**src/core/quad_dac_pkg.sv**
```systemverilog
// shared constants and types for the quad dac serial command port
package quad_dac_pkg;

  // channel and frame geometry
  localparam int unsigned NUM_CHAN   = 4;
  localparam int unsigned CHAN_W     = 2;
  localparam int unsigned DATA_BITS  = 8;
  localparam int unsigned HDR_BITS   = 4;
  localparam int unsigned BIT_CNT_W  = 4;

  // command codes
  localparam logic [1:0] CMD_PERSIST_UNLOCK = 2'h0;
  localparam logic [1:0] CMD_WRITE          = 2'h1;
  localparam logic [1:0] CMD_READ           = 2'h2;
  localparam logic [1:0] CMD_RECALL         = 2'h3;

  // start bit value
  localparam logic START_BIT = 1'b1;

  // pin reset values (idle levels)
  localparam logic [3:0] PIN_SYNC_RESET = 4'h2;

  // timing
  localparam int unsigned CLK_FREQ_KHZ       = 40000;
  localparam int unsigned NV_PROG_TIME_US    = 5000;
  localparam int unsigned NV_PROG_CYCLES     = (NV_PROG_TIME_US * CLK_FREQ_KHZ) / 1000;
  localparam logic [1:0]  STRAP_SETTLE_LAST  = 2'h3;

  // nonvolatile contents before any programming
  localparam logic [7:0] NV_INIT_VALUE = 8'h00;

  // per-channel value bank
  typedef logic [NUM_CHAN-1:0][DATA_BITS-1:0] chan_bank_t;

  // decoded frame header: command then channel, msb first on the wire
  typedef struct packed {
    logic [1:0]        cmd;
    logic [CHAN_W-1:0] chan;
  } frame_hdr_t;

  // serial front-end states, gray along the path from powerup to done
  typedef enum logic [2:0] {
    ST_POWERUP = 3'h0,
    ST_IDLE    = 3'h1,
    ST_HEADER  = 3'h3,
    ST_DATA    = 3'h2,
    ST_DONE    = 3'h6,
    ST_BUSY    = 3'h7
  } port_state_t;

endpackage : quad_dac_pkg

```
**src/core/nv_store.sv**
```systemverilog
// nonvolatile value store with timed programming cycle
`timescale 1ns/1ps
`default_nettype none

module nv_store
  import quad_dac_pkg::*;
#(
  parameter int unsigned PROG_CYCLES = NV_PROG_CYCLES
) (
  // clock and reset
  input  wire logic              ref_clk_i,
  input  wire logic              srst_i,
  // program request
  input  wire logic              start_i,
  input  wire logic [CHAN_W-1:0] chan_i,
  input  wire logic [7:0]        value_i,
  // status and contents
  output var  logic              done_o,
  output var  chan_bank_t        nv_bank_o
);

  localparam int unsigned CNT_W = $clog2(PROG_CYCLES + 1);

  // survives srst_i; only a programming cycle changes it
  logic [DATA_BITS-1:0] nv_mem [NUM_CHAN] = '{default: NV_INIT_VALUE};
  logic [CNT_W-1:0]     cnt_reg;
  logic                 busy_reg;
  logic [CHAN_W-1:0]    chan_reg;
  logic [7:0]           value_reg;
  wire                  last_cycle = busy_reg && (cnt_reg == CNT_W'(PROG_CYCLES - 1));

  if (PROG_CYCLES < 1) begin : g_bad_cycles
    $error("nv_store needs at least one programming cycle");
  end

  for (genvar g = 0; g < NUM_CHAN; g++) begin : g_bank
    assign nv_bank_o[g] = nv_mem[g];
  end

  always_ff @(posedge ref_clk_i) begin
    if (srst_i) begin
      busy_reg  <= 1'b0;
      cnt_reg   <= '0;
      chan_reg  <= '0;
      value_reg <= '0;
      done_o    <= 1'b0;
    end else begin
      done_o <= last_cycle;
      if (start_i && !busy_reg) begin
        busy_reg  <= 1'b1;
        cnt_reg   <= '0;
        chan_reg  <= chan_i;
        value_reg <= value_i;
      end else if (last_cycle) begin
        busy_reg <= 1'b0;
      end else if (busy_reg) begin
        cnt_reg <= cnt_reg + 1'b1;
      end
    end
  end

  always_ff @(posedge ref_clk_i) begin
    if (last_cycle) begin
      nv_mem[chan_reg] <= value_reg;
    end
  end

endmodule : nv_store

`default_nettype wire

```
**src/core/pin_sync.sv**
```systemverilog
// two-flop synchroniser for a group of pin inputs
`timescale 1ns/1ps
`default_nettype none

module pin_sync #(
  parameter int unsigned             WIDTH     = 4,
  parameter logic [WIDTH-1:0]        RESET_VAL = '0
) (
  // clock and reset
  input  wire logic             ref_clk_i,
  input  wire logic             srst_i,
  // pins
  input  wire logic [WIDTH-1:0] pin_i,
  output var  logic [WIDTH-1:0] sync_o
);

  logic [WIDTH-1:0] meta_reg;

  if (WIDTH < 1) begin : g_bad_width
    $error("pin_sync needs at least one bit");
  end

  always_ff @(posedge ref_clk_i) begin
    if (srst_i) begin
      meta_reg <= RESET_VAL;
      sync_o   <= RESET_VAL;
    end else begin
      meta_reg <= pin_i;
      sync_o   <= meta_reg;
    end
  end

endmodule : pin_sync

`default_nettype wire

```
**src/core/quad_dac_serial_command_port.sv**
```systemverilog
// serial command port and channel registers of a quad 8-bit dac
//
// Functional notes
// - input bits taken on serial clock rise, output bits changed on fall.
// - every multi-bit field travels most significant bit first.
// - serial output driven only after a complete valid read header.
// - a frame starts only with select low and a one start bit.
// - start bit, two command bits, two channel bits, then eight data clocks.
// - command 00 unlock, 01 write, 10 read, 11 recall.
// - four channels, each an independent 8-bit value.
// - each channel has a volatile value and a stored default.
// - read shifts the channel value out, changing no channel or stored value.
// - write updates the channel value as the eighth data bit arrives.
// - after the last write bit a new frame with start bit is needed.
// - ordinary write leaves the stored default unchanged.
// - persistent write is two steps; unlock frame data bits are ignored.
// - read or recall after unlock clears the unlock.
// - unlocked write loads the value, programming starts when select rises.
// - ready/busy pulled low during programming, released after.
// - select high deselects, ignores the bus, low-power state.
// - at power-up with option low channel values reload from defaults unasked.
// - recall copies the stored default into the channel value.
// - power-up loads defaults with option low, zeroes with option high.
`timescale 1ns/1ps
`default_nettype none

module quad_dac_serial_command_port
  import quad_dac_pkg::*;
#(
  parameter int unsigned NV_PROG_CYC = NV_PROG_CYCLES
) (
  // clock and reset
  input  wire logic ref_clk_i,
  input  wire logic srst_i,
  // serial pins
  input  wire logic sclk_i,
  input  wire logic cs_n_i,
  input  wire logic serial_in_i,
  output var  logic serial_out_o,
  output var  logic serial_out_oe_o,
  // ready/busy open drain
  output var  logic nv_program_idle_n_o,
  output var  logic nv_program_idle_n_oe_o,
  // power-up option strap
  input  wire logic recall_zero_i,
  // channel values and power state
  output var  chan_bank_t dac_value_o,
  output var  logic       low_power_o
);

  if (NV_PROG_CYC < 1) begin : g_bad_prog
    $error("programming time must be at least one cycle");
  end

  ////////////////////////////////////////////////////////////////////////////
  // pin synchronisers

  logic [3:0] pins_s;
  wire        sclk_s      = pins_s[0];
  wire        cs_n_s      = pins_s[1];
  wire        sin_s       = pins_s[2];
  wire        strap_s     = pins_s[3];

  pin_sync #(
    .WIDTH     (4),
    .RESET_VAL (PIN_SYNC_RESET)
  ) u_pin_sync (
    .ref_clk_i (ref_clk_i),
    .srst_i    (srst_i),
    .pin_i     ({recall_zero_i, serial_in_i, cs_n_i, sclk_i}),
    .sync_o    (pins_s)
  );

  ////////////////////////////////////////////////////////////////////////////
  // registers

  port_state_t              state_reg,    state_next;
  logic [BIT_CNT_W-1:0]     bit_cnt_reg,  bit_cnt_next;
  logic [2:0]               hdr_sr_reg,   hdr_sr_next;
  frame_hdr_t               hdr_reg,      hdr_next;
  logic [DATA_BITS-1:0]     din_sr_reg,   din_sr_next;
  logic [DATA_BITS-1:0]     dout_sr_reg,  dout_sr_next;
  logic                     sout_reg,     sout_next;
  logic                     sout_oe_reg,  sout_oe_next;
  logic                     unlock_reg,   unlock_next;
  logic                     nv_pend_reg,  nv_pend_next;
  logic [CHAN_W-1:0]        nv_chan_reg,  nv_chan_next;
  logic [DATA_BITS-1:0]     nv_val_reg,   nv_val_next;
  chan_bank_t               data_reg,     data_next;
  logic [1:0]               pwr_cnt_reg,  pwr_cnt_next;
  logic                     prog_oe_reg;
  logic                     low_power_reg;
  logic                     sclk_prev_reg;
  logic                     start_prog;

  ////////////////////////////////////////////////////////////////////////////
  // nonvolatile store

  chan_bank_t nv_bank;
  logic       nv_done;

  nv_store #(
    .PROG_CYCLES (NV_PROG_CYC)
  ) u_nv_store (
    .ref_clk_i (ref_clk_i),
    .srst_i    (srst_i),
    .start_i   (start_prog),
    .chan_i    (nv_chan_reg),
    .value_i   (nv_val_reg),
    .done_o    (nv_done),
    .nv_bank_o (nv_bank)
  );

  ////////////////////////////////////////////////////////////////////////////
  // decode

  wire        selected    = !cs_n_s;
  wire        sclk_rise   = selected && sclk_s && !sclk_prev_reg;
  wire        sclk_fall   = selected && !sclk_s && sclk_prev_reg;
  wire [3:0]  hdr_bits    = {hdr_sr_reg, sin_s};
  frame_hdr_t hdr_full;
  assign      hdr_full    = frame_hdr_t'(hdr_bits);
  wire        hdr_last    = bit_cnt_reg == BIT_CNT_W'(HDR_BITS - 1);
  wire        data_last   = bit_cnt_reg == BIT_CNT_W'(DATA_BITS - 1);
  wire        is_write    = hdr_reg.cmd == CMD_WRITE;
  wire        is_read     = hdr_reg.cmd == CMD_READ;
  wire [7:0]  din_full    = {din_sr_reg[DATA_BITS-2:0], sin_s};
  wire        in_frame    = state_reg inside {ST_IDLE, ST_HEADER, ST_DATA, ST_DONE};
  wire        pwr_ready   = pwr_cnt_reg == STRAP_SETTLE_LAST;

  ////////////////////////////////////////////////////////////////////////////
  // next state

  always_comb begin
    state_next   = state_reg;
    bit_cnt_next = bit_cnt_reg;
    hdr_sr_next  = hdr_sr_reg;
    hdr_next     = hdr_reg;
    din_sr_next  = din_sr_reg;
    dout_sr_next = dout_sr_reg;
    sout_next    = sout_reg;
    sout_oe_next = sout_oe_reg;
    unlock_next  = unlock_reg;
    nv_pend_next = nv_pend_reg;
    nv_chan_next = nv_chan_reg;
    nv_val_next  = nv_val_reg;
    data_next    = data_reg;
    pwr_cnt_next = pwr_cnt_reg;
    start_prog   = 1'b0;

    unique case (state_reg)
      ST_POWERUP: begin
        pwr_cnt_next = pwr_cnt_reg + 2'h1;
        if (pwr_ready) begin
          data_next  = strap_s ? '0 : nv_bank;
          state_next = ST_IDLE;
        end
      end
      ST_IDLE: begin
        if (sclk_rise && sin_s == START_BIT) begin
          state_next   = ST_HEADER;
          bit_cnt_next = '0;
        end
      end
      ST_HEADER: begin
        if (sclk_rise) begin
          hdr_sr_next  = hdr_bits[2:0];
          bit_cnt_next = bit_cnt_reg + 1'b1;
          if (hdr_last) begin
            hdr_next     = hdr_full;
            bit_cnt_next = '0;
            din_sr_next  = '0;
            state_next   = ST_DATA;
            unique case (hdr_full.cmd)
              CMD_PERSIST_UNLOCK: unlock_next = 1'b1;
              CMD_WRITE:          unlock_next = unlock_reg;
              CMD_READ: begin
                unlock_next  = 1'b0;
                dout_sr_next = data_reg[hdr_full.chan];
              end
              CMD_RECALL: begin
                unlock_next = 1'b0;
                data_next[hdr_full.chan] = nv_bank[hdr_full.chan];
              end
            endcase
          end
        end
      end
      ST_DATA: begin
        if (sclk_rise) begin
          bit_cnt_next = bit_cnt_reg + 1'b1;
          if (is_write) begin
            din_sr_next = din_full;
          end
          if (data_last) begin
            state_next = ST_DONE;
            if (is_write) begin
              data_next[hdr_reg.chan] = din_full;
              if (unlock_reg) begin
                nv_pend_next = 1'b1;
                nv_chan_next = hdr_reg.chan;
                nv_val_next  = din_full;
                unlock_next  = 1'b0;
              end
            end
          end
        end
        if (sclk_fall && is_read) begin
          sout_next    = dout_sr_reg[DATA_BITS-1];
          dout_sr_next = {dout_sr_reg[DATA_BITS-2:0], 1'b0};
          sout_oe_next = 1'b1;
        end
      end
      ST_DONE: begin
        if (sclk_fall) begin
          sout_oe_next = 1'b0;
        end
      end
      ST_BUSY: begin
        if (nv_done) begin
          state_next = ST_IDLE;
        end
      end
      default: begin
        state_next = ST_IDLE;
      end
    endcase

    if (in_frame && cs_n_s) begin
      state_next   = nv_pend_reg ? ST_BUSY : ST_IDLE;
      bit_cnt_next = '0;
      sout_oe_next = 1'b0;
      if (nv_pend_reg) begin
        start_prog   = 1'b1;
        nv_pend_next = 1'b0;
      end
    end
  end

  ////////////////////////////////////////////////////////////////////////////
  // state flops

  always_ff @(posedge ref_clk_i) begin
    if (srst_i) begin
      state_reg   <= ST_POWERUP;
      bit_cnt_reg <= '0;
      hdr_sr_reg  <= '0;
      hdr_reg     <= '0;
      din_sr_reg  <= '0;
      dout_sr_reg <= '0;
      unlock_reg  <= 1'b0;
      nv_pend_reg <= 1'b0;
      nv_chan_reg <= '0;
      nv_val_reg  <= '0;
      pwr_cnt_reg <= '0;
    end else begin
      state_reg   <= state_next;
      bit_cnt_reg <= bit_cnt_next;
      hdr_sr_reg  <= hdr_sr_next;
      hdr_reg     <= hdr_next;
      din_sr_reg  <= din_sr_next;
      dout_sr_reg <= dout_sr_next;
      unlock_reg  <= unlock_next;
      nv_pend_reg <= nv_pend_next;
      nv_chan_reg <= nv_chan_next;
      nv_val_reg  <= nv_val_next;
      pwr_cnt_reg <= pwr_cnt_next;
    end
  end

  ////////////////////////////////////////////////////////////////////////////
  // output flops

  always_ff @(posedge ref_clk_i) begin
    if (srst_i) begin
      data_reg      <= '0;
      sout_reg      <= 1'b0;
      sout_oe_reg   <= 1'b0;
      prog_oe_reg   <= 1'b0;
      low_power_reg <= 1'b1;
      sclk_prev_reg <= 1'b0;
    end else begin
      data_reg      <= data_next;
      sout_reg      <= sout_next;
      sout_oe_reg   <= sout_oe_next;
      prog_oe_reg   <= state_next == ST_BUSY;
      low_power_reg <= cs_n_s;
      sclk_prev_reg <= sclk_s;
    end
  end

  ////////////////////////////////////////////////////////////////////////////
  // outputs

  assign dac_value_o            = data_reg;
  assign serial_out_o           = sout_reg;
  assign serial_out_oe_o        = sout_oe_reg;
  assign nv_program_idle_n_o    = 1'b0;
  assign nv_program_idle_n_oe_o = prog_oe_reg;
  assign low_power_o            = low_power_reg;

endmodule : quad_dac_serial_command_port

`default_nettype wire

```
**config.mk**
```make
export PLATFORM = sky130hd
export DESIGN_NAME = quad_dac_serial_command_port
export DESIGN_NICKNAME = d
export VERILOG_FILES = /design/src/core/quad_dac_pkg.sv /design/src/core/nv_store.sv /design/src/core/pin_sync.sv /design/src/core/quad_dac_serial_command_port.sv
export SDC_FILE = /design/constraint.sdc
export NUM_CORES = 1
export LEC_CHECK = 0
export BUFFER_PORTS_ARGS = -buffer_cell sky130_fd_sc_hd__buf_2
export CAP_MARGIN = 15
export CORE_MARGIN = 2
export CORE_UTILIZATION = 60
export CTS_CLUSTER_DIAMETER = 50
export DETAILED_ROUTE_END_ITERATION = 10
export PLACE_DENSITY_LB_ADDON = 0.15
export SLEW_MARGIN = 20
export SYNTH_ARGS = -nofsm -noshare
export SYNTH_HDL_FRONTEND = slang
export SYNTH_SLANG_ARGS = --single-unit
```
**constraint.sdc**
```tcl
create_clock -name ref_clk_i -period 4.7 [get_ports ref_clk_i]
set_input_delay 0.47 -clock ref_clk_i [delete_from_list [all_inputs] [get_ports ref_clk_i]]
set_output_delay 0.47 -clock ref_clk_i [all_outputs]
set_load 0.01 [all_outputs]
```
After elaboration in Yosys (flattened, before gate mapping)
Memories as Yosys holds them, arrays and structs flattened.
Index checks and enable logic that the tools add are counted.
Cells by class
  add/subtract/negate cells: 3
  $mul: 0
  divide/modulo/power cells: 0
  $lt $le $gt $ge: 4
  eq/ne operators: 27
  shift operators: 0
  mux-type cells: 67
  bitwise operators: 1
  reduce and logical (&&, ||, !) cells: 37
Operator list (number)
  $mux 32: 8
  $pmux 32 s3: 1
  $bwmux 32: 2
  $mux 8: 8
  $bmux 8 s2: 2
  $demux 8 s2: 2
  $mux 7: 4
  $mux 3: 9
  $mux 1: 20
  $add 18x1->18 const B: 1
  $eq 18x18->1 const B: 1
  $pmux 3 s6: 1
  $mux 4: 4
  $ne 2x2->1 const B: 8
  $pmux 8 s2: 1
  $reduce_and 5->1: 3
  $pmux 7 s2: 1
  $pmux 4 s3: 1
  $logic_and 1x1->1: 11
  $eq 3x3->1 const B: 3
  $eq 2x2->1 const B: 4
  $ne 2x1->1 const B: 4
  $reduce_and 8->1: 1
  $reduce_and 7->1: 1
  21 further kinds: 38
Storage, ports and cells
  register bits: 118
  latch bits: 0
  memory bits (writable): 32
  memory bits (read-only): 0
  bits of input ports: 6
  output and inout port bits: 37
  word-level logic and storage cells: 168
  memories kept: 1
Memory list
  u_nv_store.nv_mem: words 4, bits a word 8, rd ports 4, clocked after memory_dff 0, wr ports 1, line nv_store.sv:25  | logic [DATA_BITS-1:0] nv_mem [NUM_CHAN] = '{default: NV_INIT_VALUE};

Logic depth before layout (Yosys ltp)
Gate-level depths: netlist (run 1).
  depth in word-level cells: 9
  gate-level depth with buffers: 8
  gate-level depth less buffers: 6

By module
A second synthesis (run 1) with hierarchy kept.
Second synthesis, totals
  cell total of the unflattened synthesis: 713
  area total of the unflattened synthesis: 7125.6 sq um
Modules (own cells, without submodules)
  quad_dac_serial_command_port: times used 1, cells an instance 505, area an instance 4606.9 sq um, sequential area each 1601.5 sq um
  nv_store: times used 1, cells an instance 192, area an instance 2308.5 sq um, sequential area each 1561.5 sq um
  pin_sync: times used 1, cells an instance 16, area an instance 210.2 sq um, sequential area each 160.2 sq um

Least setup slack after synthesis (run 1)
No wires, ideal clock.
  path type: flip-flop to flip-flop
  start: register u_nv_store.cnt_reg[0]
  end: memory u_nv_store.nv_mem[1][0], enable pin
  library setup time: 0.383 ns
  arrival time: 1.933 ns
  data required time: 4.317 ns
  setup slack: 2.383 ns
  cell stages (with the launch flop): 7
  buffers on the path: 1
  clock period less this slack: 2.317 ns
  cell sequence: dfxtp_1 -> ha_1 -> and3_1 -> and4_1 -> clkbuf_1 -> nand3_1 -> nor3_1
Between the ends
  longest elaborated chain between the ends: 4
Ends and longest elaborated chain
  from (decl): line nv_store.sv:26  | logic [CNT_W-1:0] cnt_reg;
  from (signal assigned): line nv_store.sv:57  | cnt_reg <= cnt_reg + 1'b1;
  $eq 18x18->1: line nv_store.sv:30  | wire last_cycle = busy_reg && (cnt_reg == CNT_W'(PROG_CYCLES - 1));
  $logic_and 1x1->1: line nv_store.sv:30
  $mux 1: line nv_store.sv:63  | if (last_cycle) begin
  $mux 1 (not written as such): line nv_store.sv:64  | nv_mem[chan_reg] <= value_reg;
  to (decl): line nv_store.sv:25
Every way passes these cells.

Final worst setup path (run 1)
  start: register state_reg[0]
  end: register data_reg, in the netlist dac_value_o[13]
Between the ends
  longest elaborated chain between the ends: 3
  elaborated cells between the ends (all ways): 13
  those cells by class: eq/ne (9); mux (1); reduce/logical (3)
Ends and longest elaborated chain
  from (decl): line quad_dac_serial_command_port.sv:77  | port_state_t state_reg, state_next;
  from (signal assigned): line quad_dac_serial_command_port.sv:257  | state_reg <= state_next;
  $eq 3x2->1 / $logic_not 3->1 (equally long branches): line quad_dac_serial_command_port.sv:151  | unique case (state_reg)
  $ne 2x1->1 (no line) (tied with other cells)
  $reduce_and 8->1 (no line)
  to (signal assigned): line quad_dac_serial_command_port.sv:283  | data_reg <= data_next;
  to (decl): line quad_dac_serial_command_port.sv:89  | chan_bank_t data_reg, data_next;
Parallel ways exist; a longest one is shown, timed or not.
A chain may end at the register's enable or synchronous reset.

==> impl_results.md, run 1 <==
- Site Rows: 37
- # DRC: 0
- Initial antenna violation count: 0
- Routed wire per std cell: 19.7 um
- Syn Inst Count: ~660
- CTS HTree Levels: 4
- Pin count of the biggest net entering global routing: between 40 and 50
- Pwr dens: between 300 and 400 nW/um^2
- Max cap viols: 0
- Die area: about 12000 sq um
- Area Overhead vs Synth: 11.8%
- IO Pins: 43
- Antenna Violating Nets Remaining: 0
- Worst skew pair latency: between 0.5 and 0.6 ns
- Die width: ~110 um
- Core Area: approximately 10000 sq um
- RSZ-0062 raised after global routing: no
- Fin nets: about 690
- Clk sinks: 150
- Syn_area_per_cell: roughly 9.8 sq um
- Maximum vdd drop: ~0.42 mV
- GR Overflow Total: 0
- Internal: 2.09 mW
- EDFF count, synth: 32
- Synth Register Bits: 150
- Final setup viols: 0
- Slowest Stage Delay on Critical Path: approximately 0.8 ns
- CTS root buffer: clkbuf_8
- Synth unique cells: 63
- Reg power frac: between 40% and 50%
- Commonest non-fill, non-tap cell in the layout: dfxtp_1
- Tot GR Track Use: between 20 and 30%
- Num CTS Buffers: 17
- Main synth FF type: dfxtp_1
- Critical Path End Type: register
- Post-Route WL: 16300 um
- Logic pwr share: roughly 4.7%
- Crit-path cells: or3b_1, o22ai_2, or3b_4, a211o_4, o2bb2ai_1
- Final cell count without fillers: about 830
- Switching Share: between 20% and 30%
- First-pass DRT Iterations: 6
- Initial DRC count: about 570
- Hpwl dp: 11100 um
- Layout cells sized above 1: about 15%
- CTS max path bufs: 2
- Critical Path AT: between 3 and 4 ns
- DR vias: 5238
- Class of the worst hold path: in -> reg
- Clk_skew: 0.00546 ns
- CP required: about 5.2 ns
- # diodes: 0
- Resize count post-CTS: 0
- Period minus WS final: around 2.9 ns
- Slew HR: 23.5%
- Initial Util: 62.1%
- Die height: around 110 um
- Post-synthesis sequential area ratio: between 50% and 60%
- Least-Margin Pin Slew: between 1 and 1.5 ns
- Setup_tns: 0 ns
- Number of global-route vias before repair: between 4000 and 5000
- Most frequent cells in the layout: 118 x dfxtp_1, 78 x nand2_1, 70 x nor2_1, 51 x a21oi_1, 41 x buf_2
- CTS clk-pin slew, worst paths: about 0.060 ns
- CP max FO: 32
- Endpoints failing hold: 0
- Via/cell ratio: between 6 and 7
- Outcome: complete, no violations
- Max-slew violation count: 0
- Yosys warns: 0
- Crit path max-delay cell type: or3b_1
- Hold Buf Count CTS: 0
- Post-synth ARST share: 0%
- Postcts setup bufs: 0
- Net Sw Power: approximately 650 uW
- Mapped Area: about 6500 sq um
- FMAX: 0.346 GHz
- Cells after DPL: 795
- Tcrit/Tclk final: between 60% and 70%
- Syn Nets: approximately 670
- Leakage: 2.51 nW
- Clock network fraction of total power: a little under half
- Element type at the critical path start: register
- Buffers on Ports: 41
- Critical path class: reg -> reg
- TritonCTS clock tree: done
- First-pass GRT wire length: around 26000 um
- Final GP Congestion: around 0.83
[cell families after synthesis]
kind of cell | count (synthesis) | share of synthesized area (%)
adders and majority gates | 3 | 0.580
AOI/OAI and AO/OA | 155 | 16.2
other | 1 | 0.0580
DFF | 150 | 51.4
xor gates and xnor gates | 18 | 2.44
buffers and inverters | 54 | 3.93
muxes | 31 | 6.36
and+or+nand+nor | 246 | 19.1
[synth_stat cells, drive strengths merged, types with 11 or more instances]
cell / instances / share of area, %
a22oi: 21 / 2.4
mux2i: 22 / 3.4
nor2b: 12 / 1.2
a21oi: 53 / 4.2
nor2: 70 / 4.1
dfxtp: 118 / 37
nand2: 78 / 4.5
clkbuf: 24 / 1.4
nand3: 19 / 1.5
edfxtp: 32 / 15
o2bb2ai: 26 / 3.5
o21ai: 20 / 1.5
buf: 19 / 1.9
inv: 11 / 0.64
[power by group through the flow]
stage	registers, mW	logic, mW	clock network (mW)
final	1.36	0.129	1.25
after global routing	1.36	0.139	1.31
after CTS	1.36	0.126	1.26
after detailed placement	1.39	0.125	0
after global placement	1.39	0.123	0
after floorplan	1.38	0.0918	0
[worst paths after layout]
| kind | start | to | slack, ns | depth (start not counted) |
|---|---|---|---|---|
| worst min register to register | u_pin_sync.meta_reg[1]$_SDFF_PP1_ | u_pin_sync.sync_o[1]$_SDFF_PP1_ | 0.43 | 1 |
| worst max-delay path | state_reg[0]$_SDFF_PP0_ | dac_value_o[13]$_SDFFE_PP0P_ | 1.81 | 5 |
| worst min-delay path | cs_n_i | u_pin_sync.meta_reg[1]$_SDFF_PP1_ | 0.12 | 2 |
| worst max register to register | state_reg[0]$_SDFF_PP0_ | dac_value_o[13]$_SDFFE_PP0P_ | 1.81 | 5 |
[cell type report]
class,instances,area [sq um]
Fill cell,785,3180
Clock inverter,15,130
Inverter,11,41.3
Clock buffer,17,414
Timing Repair Buffer,44,228
Multi-Input combinational cell,454,2930
Tap cell,136,170
Sequential cell,150,3320
[layer usage]
layer | up-vias | part of all wire [%] | global-route usage, %
met4 | 0 | 1.9 | 8.97
met1 | 2536 | 44 | 40.7
met5 | - | 0 | 0
met2 | 246 | 46 | 43.8
met3 | 29 | 8.5 | 8.35
li1 | 2427 | - | -
[critical path, delay by kind of cell (launching register included)]
kind            cells  cell delay [ns]
simple gates        2             1.25
compound gates      3             0.87
flops               1             0.68
[through the flow]
stage | hold WS [ns] | setup slack [ns] | cell area, sq um | power [mW] | utilization [%]
2_1_floorplan | 0.389 | 2.38 | 6470 | 1.47 | -
3_3_place_gp | 0.399 | 1.98 | 6660 | 1.51 | 64.0
3_5_place_dp | 0.407 | 1.89 | 6660 | 1.51 | 64.0
4_1_cts | 0.107 | 1.88 | 7210 | 2.74 | 69.2
5_1_grt | 0.108 | 1.68 | 7230 | 2.82 | 69.5
6_report | 0.117 | 1.81 | 7230 | 2.74 | 69.5
Power figures use the tool's default switching activity.
==> run 2, diff against run 1 <==
--- a/config.mk
+++ b/config.mk
@@ -8,7 +8,7 @@
 export BUFFER_PORTS_ARGS = -buffer_cell sky130_fd_sc_hd__buf_2
 export CAP_MARGIN = 15
 export CORE_MARGIN = 2
-export CORE_UTILIZATION = 60
+export CORE_UTILIZATION = 54
 export CTS_CLUSTER_DIAMETER = 50
 export DETAILED_ROUTE_END_ITERATION = 10
 export PLACE_DENSITY_LB_ADDON = 0.15
==> constraint.sdc (replaced) <==
create_clock -name ref_clk_i -period 2.54 [get_ports ref_clk_i]
set_input_delay 0.254 -clock ref_clk_i [delete_from_list [all_inputs] [get_ports ref_clk_i]]
set_output_delay 0.254 -clock ref_clk_i [all_outputs]
set_load 0.01 [all_outputs]
==> run 2 against run 1 <==
Effect of this change:
- cell count grew 3.5%
- core utilization fell by 5.0 points
- count of clock-buffer cells in the layout is the same
- sequential cell count did not move
- fmax increased by 26%
- critical path depth is 1 lower
- power rose by 95%
- worst hold slack worse by 0.098 ns
- first-iteration DRC count fell by 32%
==> impl_results.md, run 2 (synthesized netlist as in run 1, its figures left out) <==
- CP max FO: 15
- Period minus WS final: approximately 2.3 ns
- # DRC: 0
- CTS max path bufs: 2
- CTS clk-pin slew, worst paths: around 0.070 ns
- Tot GR Track Use: 25.7%
- Initial antenna violation count: 0
- Final core occ: between 60% and 70%
- DR vias: just over 5000
- Core Area: 11600 sq um
- Slew HR: ~24%
- Setup_tns: 0 ns
- Logic pwr share: about 4.7%
- Internal: ~4 mW
- Post-route cell area: around 7400 sq um
- TritonCTS clock tree: done
- Outcome: complete, no violations
- IO Pins: 43
- Area after DPL: 6840 sq um
- CP bufs+invs: 0
- Delay-heaviest family, CP: compound AO/OA/AOI/OAI gates
- Clk_skew: just over 0.007 ns
- Die height: 113 um
- Final setup viols: 0
- Final GP Congestion: ~0.9
- Least-Margin Pin Slew: ~1.1 ns
- Area of the multi-input gates: slightly below 3000 sq um
- # diodes: 0
- GR Overflow Total: 0
- FMAX: 0.435 GHz
- Via/cell ratio: approximately 6.0
- CTS HTree Levels: 4
- First-pass DRT Iterations: 5
- Buffers on Ports: between 40 and 50
- Worst skew pair latency: ~0.42 ns
- Initial Util: around 56%
- Class of the worst hold path: in -> reg
- Leakage: 2.64 nW
- Postcts setup bufs: 0
- # fillers: about 950
- Initial DRC count: between 300 and 400
- Max cap viols: 0
- Max-slew violation count: 0
- Register Area: ~3300 sq um
- Clock network fraction of total power: 48.3%
- CP required: 2.89 ns
- Critical Path AT: around 2.7 ns
- Reg power frac: 47.0%
- Antenna Violating Nets Remaining: 0
- Slowest Stage Delay on Critical Path: a little under 1 ns
- CTS root buffer: clkbuf_16
- Net Sw Power: 1.27 mW
- Post-Route WL: around 16000 um
- Critical Path End Type: register
- Clk sinks: 150
- Switching Share: 23.8%
- Hpwl dp: around 11000 um
- RSZ-0062 raised after global routing: no
- Layout cells sized above 1: between 10% and 20%
- Fin nets: 709
- Die width: around 110 um
- Area Overhead vs Synth: 15.1%
- Crit path max-delay cell type: o31ai_1
- Num CTS Buffers: 17
- First-pass GRT wire length: 25900 um
- Pin count of the biggest net entering global routing: between 40 and 50
- Critical path class: reg -> reg
- Element type at the critical path start: register
- Routed wire per std cell: 18.4 um
- Most frequent cells in the layout: 118 x dfxtp_1, 78 x nand2_1, 70 x nor2_1, 51 x a21oi_1, 41 x buf_2
- Maximum vdd drop: 0.511 mV
- Die area: roughly 13000 sq um
- Number of global-route vias before repair: 4891
- Crit-path cells: nand2b_1, o31ai_1, a22oi_1, o2bb2ai_1
- Site Rows: 39
- Commonest non-fill, non-tap cell in the layout: dfxtp_1
- Tcrit/Tclk final: between 90% and 100%
- Pwr dens: around 720 nW/um^2
- Hold Buf Count CTS: 0
- Resize count post-CTS: 0
- Endpoints failing hold: 0
[run 2: cell count changes in the layout (fill, tap and decap cells not counted), moves of 2 or more]
| cell | change |
|---|---|
| inv_6 | +5 |
| clkinv_4 | -6 |
| nor3_1 | +3 |
| inv_8 | +3 |
| buf_4 | +22 |
| clkinv_1 | -3 |
| nor3_2 | -2 |
[run 2: per-layer routing]
metal  up-vias  wire length (um)  track usage, %
li1       2480                 -               -
met1      2441              7020            37.1
met2       166              7390            39.5
met3        13              1190            6.43
met4         0               132            6.18
met5         -                 0               0
[run 2: power groups by stage]
stage | Clock, mW | Combinational (mW) | Sequential [mW]
2_1_floorplan | 0 | 0.170 | 2.56
3_3_place_gp | 0 | 0.247 | 2.56
3_5_place_dp | 0 | 0.253 | 2.56
4_1_cts | 2.62 | 0.254 | 2.51
5_1_grt | 2.71 | 0.279 | 2.52
6_report | 2.58 | 0.253 | 2.51
[run 2: final timing paths]
path	startpoint	to	slack [ns]	depth (start not counted)
hold reg to reg	u_pin_sync.meta_reg[1]$_SDFF_PP1_	u_pin_sync.sync_o[1]$_SDFF_PP1_	0.42	1
setup reg to reg	state_reg[1]$_SDFF_PP0_	dac_value_o[12]$_SDFFE_PP0P_	0.24	4
setup / recovery	state_reg[1]$_SDFF_PP0_	dac_value_o[12]$_SDFFE_PP0P_	0.24	4
hold / removal	cs_n_i	u_pin_sync.meta_reg[1]$_SDFF_PP1_	0.02	2
[run 2: layout make-up]
cell class | count | share of cell area [%]
clock buffers | 17 | 5.71
clock inverters | 15 | 2.49
inverters | 11 | 0.554
multi-input cells | 454 | 39.0
flip-flops and latches | 150 | 44.6
well taps | 143 | 2.40
repair buffers | 66 | 5.27
[run 2: per-stage QoR]
| step | std cells | worst slack, ns | total power, mW | hold WS (ns) |
|---|---|---|---|---|
| 4_1_cts | 856 | 0.268 | 5.38 | 0.00404 |
| 5_1_grt | 856 | 0.0838 | 5.50 | 0.0189 |
| 2_1_floorplan | 658 | 0.223 | 2.73 | 0.358 |
| 3_5_place_dp | 824 | 0.292 | 2.82 | 0.401 |
| 3_3_place_gp | 824 | 0.312 | 2.81 | 0.401 |
| 6_report | 856 | 0.240 | 5.34 | 0.0195 |
==> run 3, diff against run 2 <==
--- a/config.mk
+++ b/config.mk
@@ -5,10 +5,11 @@
 export SDC_FILE = /design/constraint.sdc
 export NUM_CORES = 1
 export LEC_CHECK = 0
+export ABC_AREA = 1
 export BUFFER_PORTS_ARGS = -buffer_cell sky130_fd_sc_hd__buf_2
 export CAP_MARGIN = 15
 export CORE_MARGIN = 2
-export CORE_UTILIZATION = 54
+export CORE_UTILIZATION = 55
 export CTS_CLUSTER_DIAMETER = 50
 export DETAILED_ROUTE_END_ITERATION = 10
 export PLACE_DENSITY_LB_ADDON = 0.15
==> run 3 against run 2 <==
Effect of this change:
- sequential power hardly changed
- core utilization decreased by 1.1 points
- sequential cell count stayed put
- clock skew up 0.0026 ns
- critical path type unchanged
- fmax is 0.96% higher
- synthesized area rose by 15%
- wire length grew 21%
- cell count up 51%
- die area rose by 12%
==> impl_results.md, run 3 <==
- Outcome: complete, no violations
- Initial antenna violation count: 0
- Critical Path AT: 2.63 ns
- Main synth FF type: dfxtp_1
- Final GP Congestion: approximately 0.9
- Pwr dens: about 630 nW/um^2
- CP required: between 2 and 3 ns
- CTS max path bufs: 2
- CTS root buffer: clkbuf_16
- Largest area contributor in the netlist: dfxtp_1
- Final WS setup: between 0.2 and 0.3 ns
- Die width: 120 um
- Post-route cell area: around 8400 sq um
- FMAX: 0.439 GHz
- Core Area: 13200 sq um
- Buffers on Ports: 41
- TritonCTS clock tree: done
- CTS HTree Levels: 4
- DP Worst Slack: 0.328 ns
- CTS clk-pin slew, worst paths: 0.06 ns
- Mapped Area: ~7400 sq um
- Area share of the largest cell type after synthesis: between 30% and 40%
- Num CTS Buffers: 17
- Pin count of the biggest net entering global routing: 54
- Max-slew violation count: 0
- Post-synthesis sequential area ratio: ~45%
- Commonest non-fill, non-tap cell in the layout: nand2_1
- Minimum hold slack: 0.0106 ns
- DR vias: between 6000 and 7000
- RSZ-0062 raised after global routing: no
- Crit-path cells: ha_1, inv_1, nor3_1, nor2_1, nor2_1, nand3_4, buf_4, nand2_1, nand2_1, nor2_1
- Clk sinks: 150
- Number of global-route vias before repair: approximately 6000
- Critical Path End Type: register
- Hold Buf Count CTS: 0
- Die height: ~120 um
- Via/cell ratio: 5.26
- Tot GR Track Use: between 20 and 30%
- CP max FO: 37
- Synth cell count leaders: 264 x nand2_1, 166 x nor2_1, 118 x dfxtp_1, 114 x inv_1, 85 x o21ai_0
- Worst skew pair latency: about 0.42 ns
- Post-Route WL: ~19000 um
- First-pass GRT wire length: 30700 um
- Initial Util: a little under three fifths
- Site Rows: between 40 and 50
- Synth unique cells: 36
- Yosys warns: 0
- Final setup viols: 0
- Leakage: around 3.6 nW
- IO Pins: 43
- Element type at the critical path start: register
- Synth top area cells: dfxtp_1 32%, nand2_1 13%, edfxtp_1 13%
- Tcrit/Tclk final: 89.7%
- Layout cells sized above 1: about a tenth
- Setup_tns: 0 ns
- Area Overhead vs Synth: 12.9%
- Class of the worst hold path: in -> reg
- Die area: 14500 sq um
- Count leader, synth: nand2_1
- Maximum vdd drop: slightly below 0.5 mV
- Syn Inst Count: roughly 1100
- Most frequent cells in the layout: 264 x nand2_1, 165 x nor2_1, 118 x dfxtp_1, 114 x inv_1, 85 x o21ai_0
- Least-Margin Pin Slew: 0.584 ns
- Slew HR: about three fifths
- Routed wire per std cell: about 15 um
- Crit path max-delay cell type: buf_4
- Synth Register Bits: 150
- Syn Nets: about 1100
- Hpwl dp: around 13000 um
- Endpoints failing hold: 0
- Critical path class: reg -> reg
- GR Overflow Total: 0
- First-pass DRT Iterations: 5
- Period minus WS final: ~2.3 ns
- Resize count post-CTS: 0
- Post-synth ARST share: 0%
- Postcts setup bufs: 0
- # DRC: 0
- Clk_skew: slightly below 0.01 ns
- Slowest Stage Delay on Critical Path: 0.37 ns
- Max cap viols: 0
- EDFF count, synth: 32
- Initial DRC count: 728
- Delay-heaviest family, CP: simple AND/OR/NAND/NOR gates
- Antenna Violating Nets Remaining: 0
- CP dominant cell by count: nor2_1
- CP bufs+invs: 2
- Area after DPL: slightly below 8000 sq um
- Syn_area_per_cell: 6.95 sq um
- Fin nets: between 1000 and 1500
-- run 3: cell types whose count changed in the layout (fill, tap and decap cells not counted), moves of 10 or more --
cell	delta
nand2_1	+186
inv_1	+103
nor2_1	+95
o21ai_0	+69
nand3_1	+40
a21oi_1	+33
o2bb2ai_1	-26
mux2i_1	-22
a22oi_1	-21
o211ai_1	+14
nor2b_1	-12
o21a_1	+10
o22ai_1	+10
-- run 3: layout make-up --
type                       instances  area [sq um]
antenna                            1          2.50
clock buffer                      19           453
clock inverter                    13           123
fill                            1183          4850
inverter                         121           454
multi-input combinational        751          3440
sequential                       150          3320
tap                              176           220
timing repair buffer              64           378
-- run 3: path summary, 6_finish.rpt --
check / start / to / slack (ns) / cells past startpoint
worst max-delay path: bit_cnt_reg[0]$_SDFFE_PP0P_ / dac_value_o[15]$_SDFFE_PP0P_ / 0.26 / 10
worst max register to register: bit_cnt_reg[0]$_SDFFE_PP0P_ / dac_value_o[15]$_SDFFE_PP0P_ / 0.26 / 10
worst min-delay path: cs_n_i / u_pin_sync.meta_reg[1]$_SDFF_PP1_ / 0.01 / 2
worst min register to register: u_pin_sync.meta_reg[0]$_SDFF_PP0_ / u_pin_sync.sync_o[0]$_SDFF_PP0_ / 0.40 / 2
-- run 3: metrics by stage --
stage | instances | power [mW] | utilization [%]
finish | 1295 | 5.25 | 63.4
global route | 1294 | 5.44 | 63.3
floorplan | 1069 | 2.79 | -
CTS | 1294 | 5.28 | 63.3
detailed placement | 1262 | 2.88 | 59.0
global placement | 1262 | 2.88 | 59.0
-- run 3: cells by family (layout without fill, tap and decap cells) --
logic type               Yosys count  after routing  synth area share (%)
AND/OR/NAND/NOR                  521            521                  28.6
AO/OA/AOI/OAI                    214            214                  15.7
buffers and inverters            168            217                  9.08
flip-flops                       150            150                  44.7
XOR/XNOR                          12             12                  1.41
adder cells (fa/ha/maj)            3              3                 0.505
other                              1              2                0.0505
-- run 3: report_power, final --
| group | total (mW) | switching, mW | leakage [nW] | internal [mW] |
|---|---|---|---|---|
| Sequential | 2.50 | 0.0315 | 1.25 | 2.47 |
| Combinational | 0.332 | 0.223 | 2.12 | 0.108 |
| Clock | 2.42 | 1.01 | 0.274 | 1.41 |
| Total | 5.25 | 1.27 | 3.65 | 3.99 |
-- run 3: routing by layer --
layer / up-vias / part of all wire, % / GRT usage (%)
li1: 3515 / - / -
met4: 0 / 2.2 / 10.8
met1: 3022 / 47 / 37.8
met5: - / 0 / 0
met2: 247 / 45 / 42.4
met3: 25 / 6.0 / 4.39
